File: config.mk
export PLATFORM = sky130hd
export DESIGN_NAME = fvpo_ctrl
export DESIGN_NICKNAME = d
export VERILOG_FILES = /design/src/logic/fvpo_pkg.sv /design/src/logic/fvpo_ctrl.sv
export VERILOG_INCLUDE_DIRS = /design/src /design/src/logic
export SDC_FILE = /design/constraint.sdc
export NUM_CORES = 1
export LEC_CHECK = 0
export BUFFER_PORTS_ARGS = -buffer_cell sky130_fd_sc_hd__buf_2
export CAP_MARGIN = 20
export CORE_UTILIZATION = 43
export DETAILED_ROUTE_END_ITERATION = 6
export GPL_TIMING_DRIVEN = 0
export HOLD_SLACK_MARGIN = 0.06
export MAX_ROUTING_LAYER = met4
export PLACE_DENSITY_LB_ADDON = 0.15
export SETUP_SLACK_MARGIN = 0.2
export SYNTH_ARGS = -nofsm -noshare
export SYNTH_HDL_FRONTEND = slang
export SYNTH_SLANG_ARGS = --single-unit
File: constraint.sdc
create_clock -name clock -period 7.6 [get_ports clock]
set_clock_uncertainty 0.15 [all_clocks]
set_input_delay 1.14 -clock clock [delete_from_list [all_inputs] [get_ports clock]]
set_output_delay 1.14 -clock clock [all_outputs]
set_load 0.01 [all_outputs]
File: src/logic/fvpo_map.svh
// Offsets, field positions, codes and counts of the verify/program-once controller
`ifndef FVPO_MAP_SVH
`define FVPO_MAP_SVH
// ==========================================
// Register offsets (byte addresses)
`define FVPO_OFS_IDX    18'h0_0002
`define FVPO_OFS_CFG    18'h0_0004
`define FVPO_OFS_ECFG   18'h0_0005
`define FVPO_OFS_STAT   18'h0_0006
`define FVPO_OFS_ESTAT  18'h0_0007
`define FVPO_OFS_PHI    18'h0_000A
`define FVPO_OFS_PLO    18'h0_000B
`define FVPO_OFS_RSEL   18'h0_000E
// ==========================================
// Global address map
`define FVPO_REG_TOP    18'h0_03FF
`define FVPO_EE_BASE    18'h0_0400
`define FVPO_EE_TOP     18'h0_0BFF
`define FVPO_RES_BASE   18'h0_4000
`define FVPO_RES_TOP    18'h0_7FFF
`define FVPO_PF_BASE    18'h3_0000
`define FVPO_EE_WORDS   18'h0_0400
`define FVPO_PF_WORDS   18'h0_8000
// ==========================================
// Status and configuration fields
`define FVPO_ST_DONE    7
`define FVPO_ST_ACC     5
`define FVPO_ST_PV      4
`define FVPO_ST_BUSY    3
`define FVPO_CF_IRQ     7
`define FVPO_CF_IGN     4
`define FVPO_CF_FDF     1
`define FVPO_CF_FSF     0
`define FVPO_CFG_MASK   8'h93
// ==========================================
// Commands and parameters
`define FVPO_CMD_BLK    8'h02
`define FVPO_CMD_SEC    8'h03
`define FVPO_CMD_ONCE   8'h07
`define FVPO_IDX_BLK    3'h0
`define FVPO_IDX_SEC    3'h5
`define FVPO_IDX_ONCE   3'h5
`define FVPO_BLK_EE     2'h0
`define FVPO_BLK_PF     2'h3
`define FVPO_ONCE_MAX   16'h0007
`define FVPO_ERASED     16'hFFFF
`define FVPO_INVALID    8'hFF
`endif

File: src/logic/fvpo_pkg.sv
// Types of the verify/program-once controller
package fvpo_pkg;
    typedef enum logic [1:0] {
        FVPO_S_IDLE = 2'b00,
        FVPO_S_RD   = 2'b01,
        FVPO_S_CHK  = 2'b10,
        FVPO_S_PROG = 2'b11
    } fvpo_state_t;
    typedef enum logic [1:0] {
        FVPO_C_BLK  = 2'b00,
        FVPO_C_SEC  = 2'b01,
        FVPO_C_ONCE = 2'b10
    } fvpo_cmd_t;
    typedef enum logic [1:0] {
        FVPO_R_REG = 2'b00,
        FVPO_R_ARR = 2'b01,
        FVPO_R_BAD = 2'b10
    } fvpo_rsrc_t;
endpackage

File: src/logic/fvpo_ctrl.sv
// Verify and program-once command controller with its register port
`timescale 1ns/1ps
`default_nettype none
`include "fvpo_map.svh"
module fvpo_ctrl
    import fvpo_pkg::*;
(
    input  wire logic        clock,        // 200 MHz clock
    input  wire logic        sys_rst,      // Async reset, high
    input  wire logic [17:0] bus_addr,     // Global byte address
    input  wire logic [7:0]  bus_wdata,    // Write data
    input  wire logic        bus_wr,       // Write strobe
    input  wire logic        bus_rd,       // Read strobe
    output logic      [7:0]  bus_rdata,    // Read data, next cycle
    input  wire logic        secure_mode,  // Section verify unavailable
    input  wire logic [17:0] prot_base,    // Protected from here up
    output logic      [17:0] arr_addr,     // Array byte address
    output logic             arr_info,     // Selects information area
    output logic             arr_rd,       // Array read strobe
    output logic             arr_wr,       // Array word program strobe
    output logic      [15:0] arr_wdata,    // Array program data
    input  wire logic [15:0] arr_rdata,    // Array data, next cycle
    input  wire logic        arr_sbe,      // Corrected single fault
    input  wire logic        arr_dbe,      // Uncorrectable fault
    output logic             cmd_done_irq, // Command done interrupt
    output logic             fault_irq     // ECC fault interrupt
);
    import fvpo_pkg::*;

    // ==========================================
    // Registers
    logic [2:0]  param_index;
    logic [15:0] cmd_param_word [0:5];
    logic [7:0]  nvm_config_ctrl;
    logic [1:0]  ecc_error_config_reg;
    logic        single_fault_flag;
    logic        double_fault_flag;
    logic        cmd_done_flag;
    logic        access_error_flag;
    logic        protect_violation_flag;
    logic [1:0]  op_status_bits;
    logic        resource_area_select;
    fvpo_state_t st;
    fvpo_cmd_t   cmd_q;
    logic [17:0] cur_addr;
    logic [17:0] cnt;
    logic [1:0]  wk;
    logic        vphase;
    logic        fail;
    fvpo_rsrc_t  rsrc_q;
    logic [7:0]  reg_q;
    logic        byte_q;
    logic        cpu_rd_q;

    // ==========================================
    // Decode and launch checks
    logic        wr_ok, busy, in_ee, in_res, in_pf, cpu_arr;
    logic        wr_stat, launch_try, launch_ok, l_acc, l_pv;
    logic [7:0]  cmd;
    logic [17:0] sec_addr;
    logic        chk_bad, chk_last, seq_done;

    assign busy    = (st != FVPO_S_IDLE);
    assign wr_ok   = bus_wr && cmd_done_flag;
    assign in_ee   = bus_addr >= `FVPO_EE_BASE && bus_addr <= `FVPO_EE_TOP;
    assign in_res  = bus_addr >= `FVPO_RES_BASE && bus_addr <= `FVPO_RES_TOP
                     && resource_area_select;
    assign in_pf   = bus_addr >= `FVPO_PF_BASE;
    assign cpu_arr = bus_rd && (in_ee || in_res || in_pf);
    assign wr_stat = wr_ok && bus_addr == `FVPO_OFS_STAT;
    assign launch_try = wr_stat && bus_wdata[`FVPO_ST_DONE];
    assign cmd      = cmd_param_word[0][15:8];
    assign sec_addr = {cmd_param_word[0][1:0], cmd_param_word[1]};

    always_comb begin
        l_acc = 1'b0;
        l_pv  = 1'b0;
        case (cmd)
            `FVPO_CMD_BLK: begin
                l_acc = param_index != `FVPO_IDX_BLK
                        || (cmd_param_word[0][1:0] != `FVPO_BLK_EE
                            && cmd_param_word[0][1:0] != `FVPO_BLK_PF);
            end
            `FVPO_CMD_SEC: begin
                l_acc = param_index != `FVPO_IDX_SEC
                        || secure_mode
                        || sec_addr < `FVPO_PF_BASE
                        || sec_addr[2:0] != 3'h0
                        || cmd_param_word[2] == 16'h0000;
                l_pv  = sec_addr >= prot_base;
            end
            `FVPO_CMD_ONCE: begin
                l_acc = param_index != `FVPO_IDX_ONCE
                        || cmd_param_word[1] > `FVPO_ONCE_MAX;
            end
            default: begin
                l_acc = 1'b1;
            end
        endcase
    end

    // Existing errors refuse the launch outright
    assign launch_ok = launch_try && !access_error_flag && !protect_violation_flag
                       && !l_acc && !l_pv;
    assign chk_bad   = (arr_rdata != (vphase ? cmd_param_word[3'(2) + 3'(wk)]
                                             : `FVPO_ERASED));
    assign chk_last  = (st == FVPO_S_CHK) && cnt == 18'h0_0001;
    assign seq_done  = chk_last && !(cmd_q == FVPO_C_ONCE && !vphase && !fail && !chk_bad
                                     && !arr_dbe);

    // ==========================================
    // Plain registers
    always_ff @(posedge clock or posedge sys_rst) begin
        if (sys_rst) begin
            param_index          <= 3'h0;
            nvm_config_ctrl      <= 8'h00;
            ecc_error_config_reg <= 2'h0;
            resource_area_select <= 1'b0;
        end else if (wr_ok) begin
            case (bus_addr)
                `FVPO_OFS_IDX:  param_index          <= bus_wdata[2:0];
                `FVPO_OFS_CFG:  nvm_config_ctrl      <= bus_wdata & `FVPO_CFG_MASK;
                `FVPO_OFS_ECFG: ecc_error_config_reg <= bus_wdata[1:0];
                `FVPO_OFS_RSEL: resource_area_select <= bus_wdata[0];
                default: ;
            endcase
        end
    end

    // Parameter words, one per index
    for (genvar i = 0; i < 6; i++) begin : g_param
        always_ff @(posedge clock or posedge sys_rst) begin
            if (sys_rst) begin
                cmd_param_word[i] <= 16'h0000;
            end else if (wr_ok && param_index == 3'(i)) begin
                if (bus_addr == `FVPO_OFS_PHI) begin
                    cmd_param_word[i][15:8] <= bus_wdata;
                end else if (bus_addr == `FVPO_OFS_PLO) begin
                    cmd_param_word[i][7:0] <= bus_wdata;
                end
            end
        end
    end

    // ==========================================
    // Command status
    always_ff @(posedge clock or posedge sys_rst) begin
        if (sys_rst) begin
            cmd_done_flag <= 1'b1;
        end else if (launch_ok) begin
            cmd_done_flag <= 1'b0;
        end else if (seq_done) begin
            cmd_done_flag <= 1'b1;
        end
    end

    always_ff @(posedge clock or posedge sys_rst) begin
        if (sys_rst) begin
            access_error_flag <= 1'b0;
        end else if ((launch_try && l_acc)
                     || (seq_done && cmd_q == FVPO_C_ONCE && !vphase)) begin
            access_error_flag <= 1'b1;
        end else if (wr_stat && bus_wdata[`FVPO_ST_ACC]) begin
            access_error_flag <= 1'b0;
        end
    end

    always_ff @(posedge clock or posedge sys_rst) begin
        if (sys_rst) begin
            protect_violation_flag <= 1'b0;
        end else if (launch_try && l_pv) begin
            protect_violation_flag <= 1'b1;
        end else if (wr_stat && bus_wdata[`FVPO_ST_PV]) begin
            protect_violation_flag <= 1'b0;
        end
    end

    always_ff @(posedge clock or posedge sys_rst) begin
        if (sys_rst) begin
            op_status_bits <= 2'h0;
        end else if (launch_ok) begin
            op_status_bits <= 2'h0;
        end else if (st == FVPO_S_CHK) begin
            if (chk_bad || arr_dbe) begin
                op_status_bits <= 2'h3;
            end else if (arr_sbe) begin
                op_status_bits[1] <= 1'b1;
            end
        end
    end

    // ==========================================
    // Sequencer
    always_ff @(posedge clock or posedge sys_rst) begin
        if (sys_rst) begin
            st       <= FVPO_S_IDLE;
            cmd_q    <= FVPO_C_BLK;
            cur_addr <= 18'h0_0000;
            cnt      <= 18'h0_0000;
            wk       <= 2'h0;
            vphase   <= 1'b0;
            fail     <= 1'b0;
        end else begin
            case (st)
                FVPO_S_IDLE: begin
                    if (launch_ok) begin
                        st     <= FVPO_S_RD;
                        wk     <= 2'h0;
                        vphase <= 1'b0;
                        fail   <= 1'b0;
                        if (cmd == `FVPO_CMD_BLK) begin
                            cmd_q    <= FVPO_C_BLK;
                            cur_addr <= (cmd_param_word[0][1:0] == `FVPO_BLK_EE)
                                        ? `FVPO_EE_BASE : `FVPO_PF_BASE;
                            cnt      <= (cmd_param_word[0][1:0] == `FVPO_BLK_EE)
                                        ? `FVPO_EE_WORDS : `FVPO_PF_WORDS;
                        end else if (cmd == `FVPO_CMD_SEC) begin
                            cmd_q    <= FVPO_C_SEC;
                            cur_addr <= sec_addr;
                            cnt      <= {cmd_param_word[2], 2'b00};
                        end else begin
                            cmd_q    <= FVPO_C_ONCE;
                            cur_addr <= {12'h000, cmd_param_word[1][2:0], 3'b000};
                            cnt      <= 18'h0_0004;
                        end
                    end
                end
                FVPO_S_RD: begin
                    st <= FVPO_S_CHK;
                end
                FVPO_S_CHK: begin
                    fail     <= fail || chk_bad || arr_dbe;
                    cnt      <= cnt - 18'h0_0001;
                    cur_addr <= cur_addr + 18'h0_0002;
                    wk       <= wk + 2'h1;
                    if (seq_done) begin
                        st <= FVPO_S_IDLE;
                    end else if (chk_last) begin
                        st       <= FVPO_S_PROG;
                        cur_addr <= cur_addr - 18'h0_0006;
                        wk       <= 2'h0;
                    end else begin
                        st <= FVPO_S_RD;
                    end
                end
                FVPO_S_PROG: begin
                    wk       <= wk + 2'h1;
                    cur_addr <= cur_addr + 18'h0_0002;
                    if (wk == 2'h3) begin
                        st       <= FVPO_S_RD;
                        vphase   <= 1'b1;
                        cnt      <= 18'h0_0004;
                        cur_addr <= cur_addr - 18'h0_0006;
                    end
                end
                default: st <= FVPO_S_IDLE;
            endcase
        end
    end

    // ==========================================
    // Array port
    assign arr_rd    = busy ? (st == FVPO_S_RD) : cpu_arr;
    assign arr_wr    = (st == FVPO_S_PROG);
    assign arr_wdata = cmd_param_word[3'(2) + 3'(wk)];
    assign arr_addr  = busy ? cur_addr : bus_addr;
    assign arr_info  = busy && cmd_q == FVPO_C_ONCE;

    // ==========================================
    // ECC fault flags
    always_ff @(posedge clock or posedge sys_rst) begin
        if (sys_rst) begin
            single_fault_flag <= 1'b0;
        end else if (cpu_rd_q && (nvm_config_ctrl[`FVPO_CF_FSF]
                     || (arr_sbe && !nvm_config_ctrl[`FVPO_CF_IGN]))) begin
            single_fault_flag <= 1'b1;
        end else if (wr_ok && bus_addr == `FVPO_OFS_ESTAT && bus_wdata[0]) begin
            single_fault_flag <= 1'b0;
        end
    end

    always_ff @(posedge clock or posedge sys_rst) begin
        if (sys_rst) begin
            double_fault_flag <= 1'b0;
        end else if (cpu_rd_q && (arr_dbe || nvm_config_ctrl[`FVPO_CF_FDF])) begin
            double_fault_flag <= 1'b1;
        end else if (wr_ok && bus_addr == `FVPO_OFS_ESTAT && bus_wdata[1]) begin
            double_fault_flag <= 1'b0;
        end
    end

    assign cmd_done_irq = nvm_config_ctrl[`FVPO_CF_IRQ] && cmd_done_flag;
    assign fault_irq    = (double_fault_flag && ecc_error_config_reg[1])
                          || (single_fault_flag && ecc_error_config_reg[0]);

    // ==========================================
    // Read path
    always_ff @(posedge clock or posedge sys_rst) begin
        if (sys_rst) begin
            rsrc_q   <= FVPO_R_REG;
            reg_q    <= 8'h00;
            byte_q   <= 1'b0;
            cpu_rd_q <= 1'b0;
        end else begin
            cpu_rd_q <= cpu_arr && !busy;
            byte_q   <= bus_addr[0];
            rsrc_q   <= !cpu_arr ? FVPO_R_REG : (busy ? FVPO_R_BAD : FVPO_R_ARR);
            reg_q    <= 8'h00;
            if (bus_rd) begin
                case (bus_addr)
                    `FVPO_OFS_IDX:   reg_q <= {5'h00, param_index};
                    `FVPO_OFS_CFG:   reg_q <= nvm_config_ctrl;
                    `FVPO_OFS_ECFG:  reg_q <= {6'h00, ecc_error_config_reg};
                    `FVPO_OFS_STAT:  reg_q <= {cmd_done_flag, 1'b0, access_error_flag,
                                               protect_violation_flag, busy, 1'b0,
                                               op_status_bits};
                    `FVPO_OFS_ESTAT: reg_q <= {6'h00, double_fault_flag, single_fault_flag};
                    `FVPO_OFS_PHI:   reg_q <= cmd_param_word[param_index[2:0] > 3'h5
                                              ? 3'h0 : param_index][15:8];
                    `FVPO_OFS_PLO:   reg_q <= cmd_param_word[param_index[2:0] > 3'h5
                                              ? 3'h0 : param_index][7:0];
                    `FVPO_OFS_RSEL:  reg_q <= {7'h00, resource_area_select};
                    default:         reg_q <= 8'h00;
                endcase
            end
        end
    end

    always_comb begin
        case (rsrc_q)
            FVPO_R_ARR: bus_rdata = byte_q ? arr_rdata[7:0] : arr_rdata[15:8];
            FVPO_R_BAD: bus_rdata = `FVPO_INVALID;
            default:    bus_rdata = reg_q;
        endcase
    end
endmodule // fvpo_ctrl
`default_nettype wire

### Word-level counts from Yosys, hierarchy flattened

Index checks and enable logic that the tools add are counted.

* mux-type cells: 62
* bitwise logic cells: 3
* equality and inequality tests: 29
* order comparisons: 11
* add/sub/neg operators: 5
* reductions and logical operators: 110

Operators with widths (number)
* 18-bit 2-to-1 mux: 12
* 18-bit one-hot mux with 3 select lines: 2
* 16-bit binary-select mux with 3-bit select: 2
* 16-bit 2-to-1 mux: 6
* 18-bit by 3-bit == test with 1-bit output, second input constant: 4
* 8-bit one-hot mux with 8 select lines: 1
* 18-bit by 4-bit == test with 1-bit output, second input constant: 3
* 1-bit logical AND: 41
* 2-bit AND reduction: 16
* 2-bit 2-to-1 mux: 13
* 3-bit AND reduction: 8
* 2-bit nonzero test: 11
* 18-bit by 2-bit adder with 18-bit output, second input constant: 1
* 18-bit by 1-bit == test with 1-bit output, second input constant: 1
* 18-bit by 2-bit == test with 1-bit output, second input constant: 1
* 18-bit by 11-bit greater-or-equal comparator with 1-bit output, second input constant: 1
* 18-bit by 15-bit greater-or-equal comparator with 1-bit output, second input constant: 1
* 18-bit greater-or-equal comparator: 1
* 18-bit greater-or-equal comparator, second input constant: 1
* 18-bit by 12-bit less-or-equal comparator with 1-bit output, second input constant: 1
* 18-bit by 15-bit less-or-equal comparator with 1-bit output, second input constant: 1
* 18-bit less-than comparator, second input constant: 1
* 18-bit by 1-bit subtractor with 18-bit output, second input constant: 1
* 18-bit by 3-bit subtractor with 18-bit output, second input constant: 1
* 32 further kinds: 89

* input port bits: 67
* word-level logic and storage cells: 254
* flip-flop bits (word level): 169
* output and inout port bits: 47

### Logic depth before layout (Yosys ltp)

* word-level depth: 16
* mapped depth: 13
* depth with buffers taken out: 11

### Least setup slack after synthesis

OpenSTA, ideal clock, no wires.

* kind: input port to flip-flop
* start point: in bus_addr[7]
* end point: reg cur_addr[6]
* arrival time: 3520 ps
* data required time: 7324 ps
* setup slack: 3803 ps
* path buffers: 2
* stages: 10
* path through: nor4_1 and4_1 buf_4 nand2_4 nor4_1 nand3_1 o41a_1 buf_6 a221o_1 a311o_1

* word-level cells in the longest chain between the ends: 9

Ends and longest elaborated chain
* start, declared: RTL line fvpo_ctrl.sv:10 `input wire logic [17:0] bus_addr,`
* 18-bit by 3-bit == test with 1-bit output
* 1-bit logical AND (no line)
* 1-bit logical AND: RTL line fvpo_ctrl.sv:71 `` assign launch_try = wr_stat && bus_wdata[`FVPO_ST_DONE]; ``
* 1-bit logical AND (2 in a row): RTL line fvpo_ctrl.sv:103 `assign launch_ok = launch_try && !access_error_flag && !protect_violation_flag`
* 1-bit logical AND (2 in a row): RTL line fvpo_ctrl.sv:104 `&& !l_acc && !l_pv;`
* 2-bit != test (no line)
* 2-bit AND reduction (no line)
* end signal, assigned: RTL line fvpo_ctrl.sv:213 `` cur_addr <= (cmd_param_word[0][1:0] == `FVPO_BLK_EE) ``
* end signal, assigned: RTL line fvpo_ctrl.sv:219 `cur_addr <= sec_addr;`
* end signal, assigned: RTL line fvpo_ctrl.sv:223 `cur_addr <= {12'h000, cmd_param_word[1][2:0], 3'b000};`
* end, declared: RTL line fvpo_ctrl.sv:45 `logic [17:0] cur_addr;`

Every way passes these cells.
A chain may end at the register's enable or synchronous reset.

### Final worst setup path

* start point: reg wk[0]
* end point: reg wk[0]

* word-level cells in the longest chain between the ends: 14
* elaborated cells on any way between the ends: 16
* those cells by class: 2 x add/sub; 1 x eq/ne; 7 x mux; 1 x bitwise; 5 x reduce/logical

Ends and longest elaborated chain
* start, declared: RTL line fvpo_ctrl.sv:47 `logic [1:0] wk;`
* start signal, assigned: RTL line fvpo_ctrl.sv:235 `wk <= wk + 2'h1;`
* start signal, assigned: RTL line fvpo_ctrl.sv:247 `wk <= wk + 2'h1;`
* 2-bit by 2-bit adder with 3-bit output: RTL line fvpo_ctrl.sv:105 `assign chk_bad = (arr_rdata != (vphase ? cmd_param_word[3'(2) + 3'(wk)]`
* 3-bit NOT with 4-bit output (implied by the code): RTL line fvpo_ctrl.sv:105
* 16-bit binary-select mux with 3-bit select: RTL line fvpo_ctrl.sv:105
* 16-bit 2-to-1 mux (implied by the code) (2 in a row): RTL line fvpo_ctrl.sv:105
* 16-bit 2-to-1 mux (no line)
* 16-bit != test: RTL line fvpo_ctrl.sv:105
* 1-bit logical NOT: RTL line fvpo_ctrl.sv:108 `assign seq_done = chk_last && !(cmd_q == FVPO_C_ONCE && !vphase && !fail && !chk_bad`
* 1-bit logical AND: RTL line fvpo_ctrl.sv:108
* 1-bit logical AND: RTL line fvpo_ctrl.sv:109 `&& !arr_dbe);`
* 1-bit logical NOT: RTL line fvpo_ctrl.sv:108
* 1-bit logical AND: RTL line fvpo_ctrl.sv:108
* 2-bit 2-to-1 mux: RTL line fvpo_ctrl.sv:236 `if (seq_done) begin`
* 2-bit one-hot mux with 3 select lines *: RTL line fvpo_ctrl.sv:204 `case (st)`

Mark *: on every way between the ends. The rest lies on a longest branch, timed or not. The select of a mux whose other input is x is not followed.

==> impl_metrics.csv <==
group,metric,value,unit
yosys,synth_seq_cells,168,
pwr,p_leak,5.64,nW
finish,utilization,0.502,
floorplan,core_area,25100,sq um
yosys,ys_warn_count,0,
clock_network,cts_buffer_depth,2,
timing,drv_slew,0,
clock_network,h-tree-depth,4,
global_route,grt_max_degree,115,
clock_network,cts-resized-gates,0,
detailed_routing,drt-pass1-iter-count,6,
setup_path,cp-start-kind,"flop",
finish,regMostFlops,"cmd_param_word",
floorplan,io_pins,114,
placed_design,post-place-cells,1556,
timing,hold_slack,0.339,ns
timing,finalCriticalPeriod,4.25,ns
floorplan,dieWidth,162,microns
yosys,synth.area.top_cells,"dfrtp_1 38%, mux2_2 13%, mux4_2 5.3%",
yosys,synth_top_area_cell,"dfrtp_1",
detailed_routing,drt-wirelength-per-cell,23.8,microns
setup_path,critical_path.max_fanout,10,
detailed_routing,via_count,9853,
setup_path,cp_slowest_cell,"a2111oi_2",
yosys,syn_avg_cell_area,9.88,sq um
finish,regArea,4210,sq um
setup_path,end_kind,"flop",
run_status,status,"completed",
floorplan,die_h,162,microns
run,maxCapViolations,0,
global_route,grt_antenna_before_repair,0,
detailed_routing,drt_iter0_drc,1171,
clock_network,clk_latency,0.44,ns
clock_network,cts_root_buffer,"clkbuf_16",
worst_hold_path,hold_depth,1,
finish,largest_reg_flops,88,
clock_network,hold_buffers,0,
finish,nets,1345,
finish,reg_top3,"cmd_param_word: 88 flops, cnt: 18 flops, cur_addr: 18 flops",
timing,tns,0,ns
clock_network,cts_buffers,17,
yosys,ys.flop_type,"dfrtp_1",
placed_design,gp_congestion,0.920,
global_route,track_usage,0.304,
setup_path,worstPathArrival,4.44,ns
yosys,synthDistinctLibCells,83,
floorplan,die_area,26200,sq um
timing,finalHoldViolations,0,
detailed_routing,viasPerCell,6.20,
setup_path,critPathRequiredTime,7.79,ns
finish,stdcell_count,1590,
timing,rsz0062_at_grt,"no",
timing,fmax,235,MHz
pwr,p_per_area,150,nW/um^2
floorplan,row_count,58,
detailed_routing,drc_errors,0,
setup_path,cp_top_family,"compound AO/OA/AOI/OAI gates",
floorplan,start_util,0.437,
placed_design,dp_hpwl,28.6,mm
global_route,grt_pass1_vias,9369,
timing,post-route-period-util,0.560,
clock_network,cts_setup_buffers,0,
yosys,synth_cells,1111,
setup_path,worst-setup-path-type,"flop to flop",
yosys,synth_edf_count,0,
yosys,async_flop_share,1.00,
setup_path,path_depth,10,
clock_network,cts_sinks,168,
placed_design,numPortBuffers,113,
clock_network,clkSlewWorstSetupHoldPaths,0.08,ns
setup_path,cp_cell_sequence,"buf_4 > mux4_2 > a22oi_1 > nand3_1 > a2111oi_2 > nand3_2 > clkbuf_1 > a21oi_1 > nor3_1 > a21o_1",
pwr,peakVddDrop,0.136,mV
yosys,seq_area_frac_synth,0.383,
yosys,syn-cell-area,11000,sq um
setup_path,max_stage_delay,0.67,ns
finish,multi_input_area,6230,sq um
finish,syn_to_final_growth,14.8,%
yosys,synth_fp_nets,1209,
timing,finalSetupViolCount,0,
timing,worst_pin_slew,1.24,ns
detailed_routing,wl,37.8,mm
global_route,grt_pass1_wl,57.5,mm
finish,drive_above_1_share,0.266,
timing,relSlewSlack,0.150,
finish,diodes,0,
global_route,overflow,0,
setup_path,cp.buffers_inverters,2,
yosys,synthDominantCellAreaShare,0.381,
worst_hold_path,min_path_type,"flop to flop",
setup_path,reg2regPathDepth,10,
finish,fillers,2387,
detailed_routing,ant_nets,0,
clock_network,cts_tree,"done",
Yosys cell counts (all sizes together), types with 10 or more instances:
master and number:
ha 31, nand3 35, nor3 38, a31oi 10
clkbuf 57, nor4 17, a32oi 11, mux4 27
nor2 69, mux2 129, nor2b 10, o22ai 13
dfrtp 167, a21oi 54, a211oi 10, a22oi 14
nand2 82, xnor2 10, inv 59, nand2b 10
a21o 11, mux2i 29, buf 17, o21ai 66
cell type report:
cell class / count / share of cell area
Multi-Input combinational cell: 810 / 0.495
Sequential cell: 168 / 0.334
Timing Repair Buffer: 117 / 0.0485
Clock buffer: 17 / 0.0338
Tap cell: 330 / 0.0328
Buffer: 74 / 0.0251
Inverter: 59 / 0.0182
Clock inverter: 15 / 0.0133
kinds of logic (layout without fill, tap and decap cells):
kind of cell / after synthesis / in the layout / synth area share
AO/OA/AOI/OAI: 264 / 264 / 0.162
XOR/XNOR: 18 / 18 / 0.0144
adder cells (fa/ha/maj): 31 / 31 / 0.0353
buffers and inverters: 133 / 282 / 0.0490
flip-flops: 168 / 168 / 0.383
multiplexers: 185 / 185 / 0.215
AND/OR/NAND/NOR: 312 / 312 / 0.141
layout by cell type, fill, tap and decap left out, drive strengths merged, types with 10 or more instances in the layout:
cell,synthesis,layout
mux4,27,27
a32oi,11,11
nor2,69,69
a21o,11,11
a21oi,54,54
a31oi,10,10
buf,17,134
nand3,35,35
dfrtp,167,167
mux2i,29,29
ha,31,31
nor4,17,17
mux2,129,129
xnor2,10,10
a22oi,14,14
inv,59,68
nand2,82,82
nor3,38,38
nand2b,10,10
o22ai,13,13
nor2b,10,10
o21ai,66,66
clkbuf,57,74
a211oi,10,10
layer usage:
| metal | vias to the layer above | global-route usage | wire length (microns) |
|---|---|---|---|
| li1 | 4426 | - | - |
| met1 | 4931 | 0.425 | 16700 |
| met2 | 429 | 0.441 | 16600 |
| met3 | 67 | 0.0613 | 3350 |
| met4 | 0 | 0.101 | 1070 |
| met5 | - | - | 0 |
worst paths after layout:
kind	startpoint	to	slack, ns
setup / recovery	wk[0]	wk[0]	3.35
hold / removal	fail	fail	0.34
setup reg to reg	wk[0]	wk[0]	3.35
hold reg to reg	fail	fail	0.34
max in group asynchronous	sys_rst	cmd_param_word[36]	5.83
min in group asynchronous	sys_rst	cur_addr[13]	0.55
power breakdown:
| part | leakage (nW) | internal (mW) | switching, mW | total (mW) |
|---|---|---|---|---|
| clock | 0.294 | 0.445 | 0.440 | 0.885 |
| sequential | 2.25 | 0.894 | 0.000794 | 0.895 |
| combinational | 3.10 | 0.0357 | 0.0707 | 0.106 |
| total | 5.64 | 1.37 | 0.511 | 1.89 |
stage by stage:
step                      cell area, sq um  power [mW]  worst slack [ns]
after floorplan                      11000       0.963              1.76
after global placement               12000        1.02            -0.501
after detailed placement             12000        1.02              2.96
after CTS                            12600        1.89              3.24
after global routing                 12600        1.94              3.07
final                                12600        1.89              3.35
(Power assumes the default switching activity.)
